`src/rtc_defines.vh`:
```
// constants for the rotate-through-carry unit: offsets, fields, resets, codes
`ifndef RTC_DEFINES_VH
`define RTC_DEFINES_VH

// register byte offsets on the apb bus
`define RTC_OFS_CTRL 8'h00
`define RTC_OFS_WORD_LO 8'h04
`define RTC_OFS_WORD_HI 8'h08
`define RTC_OFS_SCAN 8'h0C
`define RTC_OFS_FLAGS 8'h10
`define RTC_OFS_CARRY_OP 8'h14
`define RTC_OFS_STATUS 8'h18

// control register fields
`define RTC_CTRL_OP_LSB 0
`define RTC_CTRL_OP_MSB 1
`define RTC_CTRL_EDGE_BIT 2

// scan register field: execution condition of this scan
`define RTC_SCAN_COND_BIT 0

// flag register fields
`define RTC_FLAG_ERROR_BIT 0
`define RTC_FLAG_EQUALS_BIT 1
`define RTC_FLAG_CARRY_BIT 2
`define RTC_FLAG_NEGATIVE_BIT 3

// carry operation register fields
`define RTC_CARRY_SET_BIT 0
`define RTC_CARRY_CLEAR_BIT 1

// status register fields
`define RTC_STAT_PREV_COND_BIT 0
`define RTC_STAT_LAST_RAN_BIT 1
`define RTC_STAT_COUNT_LSB 16
`define RTC_STAT_COUNT_MSB 31

// operation codes
`define RTC_OP_DOUBLE_ROTATE_LEFT_CARRY 2'h0
`define RTC_OP_ROTATE_RIGHT_CARRY 2'h1
`define RTC_OP_DOUBLE_ROTATE_RIGHT_CARRY 2'h2
`define RTC_OP_ROTATE_LEFT_NO_CARRY 2'h3

// reset values
`define RTC_RST_WORD 16'h0000
`define RTC_RST_OP 2'h0
`define RTC_RST_COUNT 16'h0000
`define RTC_RST_DATA 32'h00000000

// apb wait states before pready, counted in clock cycles
`define RTC_APB_WAIT_CYCLES 1

`endif

```
`src/rtc_rotator.v`:
```
// combinational ring rotator and flag evaluation for the four rotate operations
`include "rtc_defines.vh"

module rtc_rotator (
   // request
   input wire [1:0] op,
   input wire [15:0] word_lo,
   input wire [15:0] word_hi,
   input wire carry_in,
   // result
   output reg [15:0] res_lo,
   output reg [15:0] res_hi,
   output reg carry_out,
   output reg error_out,
   output reg equals_out,
   output reg negative_out
);

   // ring moves and flags; double forms look at both words
   always @* begin
      res_lo = word_lo;
      res_hi = word_hi;
      carry_out = carry_in;
      error_out = 1'b0;
      equals_out = 1'b0;
      negative_out = 1'b0;
      case (op)
         `RTC_OP_DOUBLE_ROTATE_LEFT_CARRY: begin
            // 33-bit ring {carry, hi, lo} one step toward msb
            res_hi = {word_hi[14:0], word_lo[15]};
            res_lo = {word_lo[14:0], carry_in};
            carry_out = word_hi[15];
         end
         `RTC_OP_ROTATE_RIGHT_CARRY: begin
            // 17-bit ring {carry, lo} one step toward lsb
            res_lo = {carry_in, word_lo[15:1]};
            carry_out = word_lo[0];
         end
         `RTC_OP_DOUBLE_ROTATE_RIGHT_CARRY: begin
            res_hi = {carry_in, word_hi[15:1]};
            res_lo = {word_hi[0], word_lo[15:1]};
            carry_out = word_lo[0];
         end
         `RTC_OP_ROTATE_LEFT_NO_CARRY: begin
            // old carry is thrown away here
            res_lo = {word_lo[14:0], word_lo[15]};
            carry_out = word_lo[15];
         end
         default: begin
            carry_out = carry_in;
         end
      endcase
      if (op == `RTC_OP_ROTATE_RIGHT_CARRY || op == `RTC_OP_ROTATE_LEFT_NO_CARRY) begin
         equals_out = (res_lo == 16'h0000);
         negative_out = res_lo[15];
      end else begin
         equals_out = (res_lo == 16'h0000) && (res_hi == 16'h0000);
         negative_out = res_hi[15];
      end
   end

endmodule

```
`src/rtc_unit.v`:
```
// rotate-through-carry execution unit with apb register access
// register map: byte offsets, one 32-bit word each, unused bits read zero
// 0x00 control, read/write
//    [1:0] operation select
//          0 double rotate left through carry
//          1 rotate right through carry
//          2 double rotate right through carry
//          3 rotate left without carry
//    [2] edge variant: run once on a false-to-true condition
// 0x04 low operand word, read/write, [15:0]
// 0x08 high operand word, read/write, [15:0]
// 0x0C scan, write only, reads zero
//    [0] execution condition of this scan
// 0x10 flags, read only
//    [0] error [1] equals [2] carry [3] negative
// 0x14 carry operation, write only, reads zero
//    [0] set carry, [1] clear carry, both: set wins
// 0x18 status, read only
//    [0] condition of the last scan
//    [1] last scan carried out a rotate
//    [31:16] rotate count, wraps
// a write to a read-only or unmapped offset answers with a slave error
// and changes nothing; an unmapped read returns zero
//
// bus timing
// setup cycle, access cycle with ready low, access cycle with ready high
// every transfer takes exactly one wait state, whatever its offset
// a write lands at the edge that ends the ready-high cycle
// read data stand in the ready-high cycle and the cycle after it, and are zero otherwise
//
// execution timing
// an executing scan replaces both words and all four flags at its commit
// edge, and the done pulse follows in the next cycle
// a refused scan still records its condition for edge detection
// single-word rotates work on the low word and leave the high word alone
//
// limitations
// operand words live here; the sequencer loads them before a scan
// and reads them back afterwards, so addressing stays outside
// no falling-edge variant and no immediate refresh form exist
// the rotate count wraps and only serves to show progress
`include "rtc_defines.vh"

module rtc_unit (
   // clock and reset
   input wire CLK,
   input wire RESET,
   // apb slave
   input wire PSEL,
   input wire PENABLE,
   input wire PWRITE,
   input wire [7:0] PADDR,
   input wire [31:0] PWDATA,
   output reg [31:0] PRDATA,
   output reg PREADY,
   output reg PSLVERR,
   // operand words as seen by the rest of the cpu
   output reg [15:0] OPERAND_WORD_LO,
   output reg [15:0] OPERAND_WORD_HI,
   // condition flags
   output reg ERROR_FLAG,
   output reg EQUALS_FLAG,
   output reg CARRY_FLAG,
   output reg NEGATIVE_FLAG,
   // one-cycle pulse after a rotate was carried out
   output reg EXEC_DONE
);

   // true when the offset names a mapped register
   function is_mapped;
      input [7:0] addr;
      begin
         case (addr)
            `RTC_OFS_CTRL, `RTC_OFS_WORD_LO, `RTC_OFS_WORD_HI, `RTC_OFS_SCAN,
            `RTC_OFS_FLAGS, `RTC_OFS_CARRY_OP, `RTC_OFS_STATUS: is_mapped = 1'b1;
            default: is_mapped = 1'b0;
         endcase
      end
   endfunction

   // true when the offset may be written; flags and status are read-only
   function is_writable;
      input [7:0] addr;
      begin
         case (addr)
            `RTC_OFS_CTRL, `RTC_OFS_WORD_LO, `RTC_OFS_WORD_HI, `RTC_OFS_SCAN,
            `RTC_OFS_CARRY_OP: is_writable = 1'b1;
            default: is_writable = 1'b0;
         endcase
      end
   endfunction

   // control state
   reg [1:0] op_code;
   reg edge_mode;
   reg prev_cond;
   reg last_ran;
   reg [15:0] exec_count;

   // combinational helpers
   wire access_phase;
   wire write_commit;
   wire scan_write;
   wire scan_cond;
   wire run_now;
   wire carry_write;
   wire next_carry_manual;
   wire [15:0] rot_lo;
   wire [15:0] rot_hi;
   wire rot_carry;
   wire rot_error;
   wire rot_equals;
   wire rot_negative;
   reg [31:0] next_prdata;

   // the access phase is held until our registered pready is seen high
   assign access_phase = PSEL && PENABLE;
   // writes act only at the edge that completes the transfer
   assign write_commit = access_phase && PREADY && PWRITE && is_writable(PADDR);
   assign scan_write = write_commit && (PADDR == `RTC_OFS_SCAN);
   assign scan_cond = PWDATA[`RTC_SCAN_COND_BIT];
   // a scan executes on a true condition, edge mode also needs prior false
   assign run_now = scan_write && scan_cond && (!edge_mode || !prev_cond);
   assign carry_write = write_commit && (PADDR == `RTC_OFS_CARRY_OP);
   // set wins if software writes both bits at once
   assign next_carry_manual = PWDATA[`RTC_CARRY_SET_BIT] ? 1'b1 :
                              (PWDATA[`RTC_CARRY_CLEAR_BIT] ? 1'b0 : CARRY_FLAG);

   // ring rotator, fed from the stored carry so set/clear carry takes part
   // op_code only changes between scans, so the result is settled at commit
   rtc_rotator u_rotator (
      .op(op_code),
      .word_lo(OPERAND_WORD_LO),
      .word_hi(OPERAND_WORD_HI),
      .carry_in(CARRY_FLAG),
      .res_lo(rot_lo),
      .res_hi(rot_hi),
      .carry_out(rot_carry),
      .error_out(rot_error),
      .equals_out(rot_equals),
      .negative_out(rot_negative)
   );

   // apb handshake: one wait state, so read data is registered in time
   always @(posedge CLK) begin
      if (RESET) begin
         PREADY <= 1'b0;
         PSLVERR <= 1'b0;
      end else begin
         // registered ready, so it never depends on this cycle's bus lines
         if (access_phase && !PREADY) begin
            PREADY <= 1'b1;
            PSLVERR <= !is_mapped(PADDR) || (PWRITE && !is_writable(PADDR));
         end else begin
            // one beat per transfer: ready drops after a single cycle
            PREADY <= 1'b0;
            PSLVERR <= 1'b0;
         end
      end
   end

   // read multiplexer; unmapped offsets read as zero
   always @* begin
      next_prdata = `RTC_RST_DATA;
      case (PADDR)
         `RTC_OFS_CTRL: begin
            next_prdata[`RTC_CTRL_OP_MSB:`RTC_CTRL_OP_LSB] = op_code;
            next_prdata[`RTC_CTRL_EDGE_BIT] = edge_mode;
         end
         `RTC_OFS_WORD_LO: begin
            next_prdata[15:0] = OPERAND_WORD_LO;
         end
         `RTC_OFS_WORD_HI: begin
            next_prdata[15:0] = OPERAND_WORD_HI;
         end
         `RTC_OFS_FLAGS: begin
            next_prdata[`RTC_FLAG_ERROR_BIT] = ERROR_FLAG;
            next_prdata[`RTC_FLAG_EQUALS_BIT] = EQUALS_FLAG;
            next_prdata[`RTC_FLAG_CARRY_BIT] = CARRY_FLAG;
            next_prdata[`RTC_FLAG_NEGATIVE_BIT] = NEGATIVE_FLAG;
         end
         // status packs the edge history and the rotate count
         `RTC_OFS_STATUS: begin
            next_prdata[`RTC_STAT_PREV_COND_BIT] = prev_cond;
            next_prdata[`RTC_STAT_LAST_RAN_BIT] = last_ran;
            next_prdata[`RTC_STAT_COUNT_MSB:`RTC_STAT_COUNT_LSB] = exec_count;
         end
         default: begin
            next_prdata = `RTC_RST_DATA;
         end
      endcase
   end

   // read data captured in the wait cycle and held while pready is high
   always @(posedge CLK) begin
      if (RESET) begin
         PRDATA <= `RTC_RST_DATA;
      end else if (access_phase && !PREADY && !PWRITE) begin
         PRDATA <= next_prdata;
      // cleared outside the answer so stale data never looks valid
      end else if (!access_phase) begin
         PRDATA <= `RTC_RST_DATA;
      end
   end

   // control register: operation select and edge variant
   always @(posedge CLK) begin
      if (RESET) begin
         op_code <= `RTC_RST_OP;
         edge_mode <= 1'b0;
      end else if (write_commit && PADDR == `RTC_OFS_CTRL) begin
         // a new select only acts at the next scan, never mid-rotate
         op_code <= PWDATA[`RTC_CTRL_OP_MSB:`RTC_CTRL_OP_LSB];
         edge_mode <= PWDATA[`RTC_CTRL_EDGE_BIT];
      end
   end

   // condition history: every scan remembers its condition for edge detection
   always @(posedge CLK) begin
      if (RESET) begin
         prev_cond <= 1'b0;
      end else if (scan_write) begin
         // refused scans update it too, or a held condition would rerun
         prev_cond <= scan_cond;
      end
   end

   // operand words: loaded by software or replaced by the rotate result
   always @(posedge CLK) begin
      if (RESET) begin
         OPERAND_WORD_LO <= `RTC_RST_WORD;
         OPERAND_WORD_HI <= `RTC_RST_WORD;
      end else if (run_now) begin
         // both words in the same edge as the flags
         OPERAND_WORD_LO <= rot_lo;
         OPERAND_WORD_HI <= rot_hi;
      end else if (write_commit && PADDR == `RTC_OFS_WORD_LO) begin
         // one transfer at a time, so a rotate never meets a word write
         OPERAND_WORD_LO <= PWDATA[15:0];
      end else if (write_commit && PADDR == `RTC_OFS_WORD_HI) begin
         OPERAND_WORD_HI <= PWDATA[15:0];
      end
   end

   // flags: all four replaced together by a rotate; carry also by carry ops
   always @(posedge CLK) begin
      if (RESET) begin
         ERROR_FLAG <= 1'b0;
         EQUALS_FLAG <= 1'b0;
         CARRY_FLAG <= 1'b0;
         NEGATIVE_FLAG <= 1'b0;
      end else if (run_now) begin
         // all four from one rotator result, so no partial update is seen
         ERROR_FLAG <= rot_error;
         EQUALS_FLAG <= rot_equals;
         CARRY_FLAG <= rot_carry;
         NEGATIVE_FLAG <= rot_negative;
      end else if (carry_write) begin
         // held until the next rotate replaces it; only carry-inclusive rotates read it
         CARRY_FLAG <= next_carry_manual;
      end
   end

   // execution bookkeeping: done pulse, last scan outcome, run counter
   always @(posedge CLK) begin
      if (RESET) begin
         EXEC_DONE <= 1'b0;
         last_ran <= 1'b0;
         exec_count <= `RTC_RST_COUNT;
      end else begin
         EXEC_DONE <= run_now;
         // last_ran lets software tell a refused scan from an executed one
         if (scan_write) begin
            last_ran <= run_now;
         end
         if (run_now) begin
            // wraps silently; software only uses it to see progress
            exec_count <= exec_count + 16'h0001;
         end
      end
   end

endmodule

```
`config.mk`:
```
export PLATFORM = sky130hd
export DESIGN_NAME = rtc_unit
export DESIGN_NICKNAME = d
export VERILOG_FILES = /design/src/rtc_rotator.v /design/src/rtc_unit.v
export VERILOG_INCLUDE_DIRS = /design/src
export SDC_FILE = /design/constraint.sdc
export NUM_CORES = 1
export LEC_CHECK = 0
export ABC_AREA = 1
export BUFFER_PORTS_ARGS = -buffer_cell sky130_fd_sc_hd__buf_2
export CORE_AREA = 5 5 110 102
export CTS_CLUSTER_SIZE = 14
export DETAILED_ROUTE_END_ITERATION = 10
export DIE_AREA = 0 0 115 107
export GPL_TIMING_DRIVEN = 0
export PLACE_DENSITY = 0.82
export SLEW_MARGIN = 5
export SYNTH_ARGS = -nofsm -noshare
export SYNTH_HDL_FRONTEND = slang
export SYNTH_SLANG_ARGS = --single-unit
export TNS_END_PERCENT = 1
```
`constraint.sdc`:
```
create_clock -name CLK -period 2.8 [get_ports CLK]
set_clock_uncertainty 0.1 [all_clocks]
set_input_delay 0.28 -clock CLK [delete_from_list [all_inputs] [get_ports CLK]]
set_output_delay 0.28 -clock CLK [all_outputs]
set_load 0.02 [all_outputs]
```
==> impl_metrics.ini <==
[status]
status = finished clean

[clock_network]
cts-htree-levels = 3
holdBufCountCts = 0
clk_pin_slew_worst_paths_ns = 0.10
post-cts-setup-buffer-count = 0
cts.sinks = 91
clock_tree.buffer_depth = 2
cts_made_buffers = 9
cts_tree = yes
ctsResizeCount = 0
worst_skew_pair.late_latency_ns = 0.38
clk_root_buffer_cell = sky130_fd_sc_hd__clkbuf_8

[yosys]
syn-mean-instance-area_sq_um = 6.66
synth_top_area_cells = sky130_fd_sc_hd__dfxtp_1 (34%), sky130_fd_sc_hd__nand2_1 (14%), sky130_fd_sc_hd__nand3_1 (11%)
compound_cell_area_share_of_the_yosys_netlist_pct = 12.1
syn_std_cell_area_sq_um = 5350
synthCells = 803
yosys_most_used_dff = sky130_fd_sc_hd__dfxtp_1
syn_nets = 854
synth_xor_area_share_pct = 1.80
synth_edf_count = 0
mux_share_of_post_synthesis_cell_area_pct = 0.211
post_synthesis_cell_type_with_the_largest_combined_area = sky130_fd_sc_hd__dfxtp_1
post_synth_fa_ha_maj_area_fraction_pct = 1.40
synth-seq-cells = 91
netlist.area_leader.share_pct = 34.1
yosysWarnings = 0
simple_logic_cell_fraction_of_the_synthesized_area_pct = 39.4
synth.yosys.seq_area_share_pct = 34.1
synth.distinct_cells = 42
synth_top_family_by_area = simple AND/OR/NAND/NOR gates
proportion_of_register_bits_with_asynchronous_set_or_reset_after_synthesis_pct = 0

[finish]
area_taken_by_multi_input_logic_gates_sq_um = 2940
layout.nets = 962
final_common_cell = sky130_fd_sc_hd__nand2_1
post-route-cell-area_sq_um = 6170
fillers = 981
flow.area_growth_from_synthesis_pct = 15.4
antenna_cells = 0
stdcell_count = 1045
drive_above_1_share_pct = 18.2
finish.utilization_pct = 61.8
layout.area.seq_sq_um = 1820
commonest_non_fill_non_tap_cells_in_the_layout = sky130_fd_sc_hd__nand2_1 (199), sky130_fd_sc_hd__nand3_1 (122), sky130_fd_sc_hd__buf_2 (109)

[floorplan]
ios = 116
die_h_microns = 107
floorplan.initialDensity_pct = 53.6
die-width_microns = 115
fp-row-count = 35
floorplan.core_area_sq_um = 9980
dieArea_sq_um = 12300

[placement]
place.detailed.instances = 1029
io_buf_count = 97
place.detailed.hpwl_microns = 12600
routabilityCongestion = 1.00
placedInstanceArea_sq_um = 5990
detailedPlace.worstSlack_ns = 0.335

[sta]
rsz_0062_raised_after_global_routing = no
timing.final.setup_violations = 0
period_share_pct = 92.5
finalHoldViolations = 0
final.setup.worst_slack_ns = 0.210
setup-tns-final_ns = 0
final.hold.worst_slack_ns = 0.115
max_freq_mhz = 386
max_slew.worst_pin.slew_ns = 0.590
final_max_slew_viol_count = 0
layout_min_cycle_time_ns = 2.59
slew-limit-headroom_pct = 60.5

[worst_setup_path]
cp_data_arrival_time_ns = 2.82
critical-path-max-stage-delay_ns = 0.48
worstReg2RegEnd = EQUALS_FLAG
buffering_stage_count_on_the_worst_path_with_inverters_included = 2
crit_slowest_cell = sky130_fd_sc_hd__clkbuf_1
kind_of_start_point_of_the_critical_path = flip-flop
reg2reg_setup_slack_ns = 0.21
path_depth = 12
cp-endpoint = EQUALS_FLAG
crit_path_kind = flip-flop to flip-flop
cp_max_fanout = 10
setup.worst_path.end_class = flip-flop
cpLargestDelayFamily = simple AND/OR/NAND/NOR gates
rr_worst_depth = 12
regToRegStartpoint = op_code[0]
path_common_cell = sky130_fd_sc_hd__nor2_1
critical_path_cell_list = inv_1 > ha_1 > nor2_1 > clkbuf_1 > nor2_1 > a31oi_1 > nand2_1 > nor2_1 > nand2_1 > nor2_1 > nand3_1 > nand2_1
required_ns = 3.03
setup.worst_path.start = op_code[0]

[power]
vdd_drop_max_v = 0.000287
static_leakage_power_nw = 2.88
power.density_nw_per_um2 = 363
totalPowerFinal_mw = 2.24

[route]
drc_violation_count_after_routing = 0
detailedRoute.firstIterationViolations = 585
detail_route.vias_per_cell = 5.67
drtPass1Iterations = 8
wl_per_cell_microns = 15.9
ant_nets = 0
routed_wirelength_microns = 16600
vias = 5930

[global_route]
antenna_found_initial = 0
grt_overflow = 0
grt_max_degree = 16
wire_length_of_the_first_global_routing_pass_microns = 25900
via_count_of_the_first_global_routing_pass = 5269
overall_global_routing_resource_usage_pct = 26.4

[min_path]
hold_start = PWDATA[2]
min_delay_path_depth = 3
holdCritPathClass = primary input to flip-flop

[job]
max-cap-violations = 0
-- worst register-to-register path: stages (launching register included) --
cell and delay [ns]:
sky130_fd_sc_hd__dfxtp_1 0.41, sky130_fd_sc_hd__inv_1 0.12, sky130_fd_sc_hd__ha_1 0.26, sky130_fd_sc_hd__nor2_1 0.38, sky130_fd_sc_hd__clkbuf_1 0.48, sky130_fd_sc_hd__nor2_1 0.08, sky130_fd_sc_hd__a31oi_1 0.20, sky130_fd_sc_hd__nand2_1 0.08
sky130_fd_sc_hd__nor2_1 0.10, sky130_fd_sc_hd__nand2_1 0.09, sky130_fd_sc_hd__nor2_1 0.10, sky130_fd_sc_hd__nand3_1 0.09, sky130_fd_sc_hd__nand2_1 0.06
-- state kept, by name, indices dropped and copies added (netlist names), 2 cells and up --
register / cells
exec_count: 16
PRDATA: 32
op_code: 2
OPERAND_WORD_LO: 16
OPERAND_WORD_HI: 16
-- where the power goes --
group / internal [mW] / leakage (nW) / switching, mW / total (mW)
registers: 1.29 / 0.733 / 0.000562 / 1.29
clock network: 0.351 / 0.0859 / 0.494 / 0.845
logic: 0.0281 / 2.07 / 0.0713 / 0.0994
total: 1.67 / 2.88 / 0.566 / 2.24
-- synthesized netlist by cell type (2+ instances only) --
master	number
sky130_fd_sc_hd__clkinv_1	2
sky130_fd_sc_hd__o2111ai_1	2
sky130_fd_sc_hd__nand4_4	2
sky130_fd_sc_hd__clkbuf_1	18
sky130_fd_sc_hd__a22oi_1	16
sky130_fd_sc_hd__a31oi_1	13
sky130_fd_sc_hd__xnor2_1	4
sky130_fd_sc_hd__nand2_2	2
sky130_fd_sc_hd__ha_1	6
sky130_fd_sc_hd__buf_6	7
sky130_fd_sc_hd__buf_4	6
sky130_fd_sc_hd__dfxtp_1	91
sky130_fd_sc_hd__inv_1	81
sky130_fd_sc_hd__nor2_1	77
sky130_fd_sc_hd__nor2_2	2
sky130_fd_sc_hd__nand2_1	199
sky130_fd_sc_hd__nand3_2	10
sky130_fd_sc_hd__inv_2	5
sky130_fd_sc_hd__o22ai_1	6
sky130_fd_sc_hd__nand4_1	9
sky130_fd_sc_hd__buf_2	12
sky130_fd_sc_hd__nand2_4	2
sky130_fd_sc_hd__nor3_1	9
sky130_fd_sc_hd__nor2_4	2
sky130_fd_sc_hd__or2_2	2
sky130_fd_sc_hd__o21ai_0	18
sky130_fd_sc_hd__nand3b_1	14
sky130_fd_sc_hd__a21oi_1	37
sky130_fd_sc_hd__nand3_1	122
sky130_fd_sc_hd__xor2_1	7
sky130_fd_sc_hd__o211ai_1	9
-- worst min path at each step --
stage,to
global route,edge_mode
floorplan,edge_mode
CTS,edge_mode
finish,edge_mode
detailed placement,PRDATA[9]
global placement,PRDATA[10]
-- cells by family (layout without fill, tap and decap cells) --
logic type,count (synthesis),count (layout)
adders and majority gates,6,6
xor gates and xnor gates,11,11
buffers and inverters,132,245
other,1,1
DFF,91,91
AOI/OAI and AO/OA,106,106
muxes,1,1
and+or+nand+nor,455,455
-- layer usage --
metal | share of wire (%) | global-route usage [%] | up-vias
met5 | 0 | 0 | -
met4 | 3.2 | 9.81 | 0
met3 | 8.9 | 5.87 | 52
met2 | 42 | 38.8 | 313
met1 | 46 | 37.6 | 2694
li1 | - | - | 2871
-- layout make-up --
cell class	count	share of cell area (%)
plain buffers	44	4.13
repair buffers	97	7.86
flip-flops and latches	91	29.5
clock buffers	11	2.29
multi-input cells	580	47.6
well taps	129	2.61
inverters	88	5.35
clock inverters	5	0.608
Note: power is estimated with default switching activity, not from simulation.
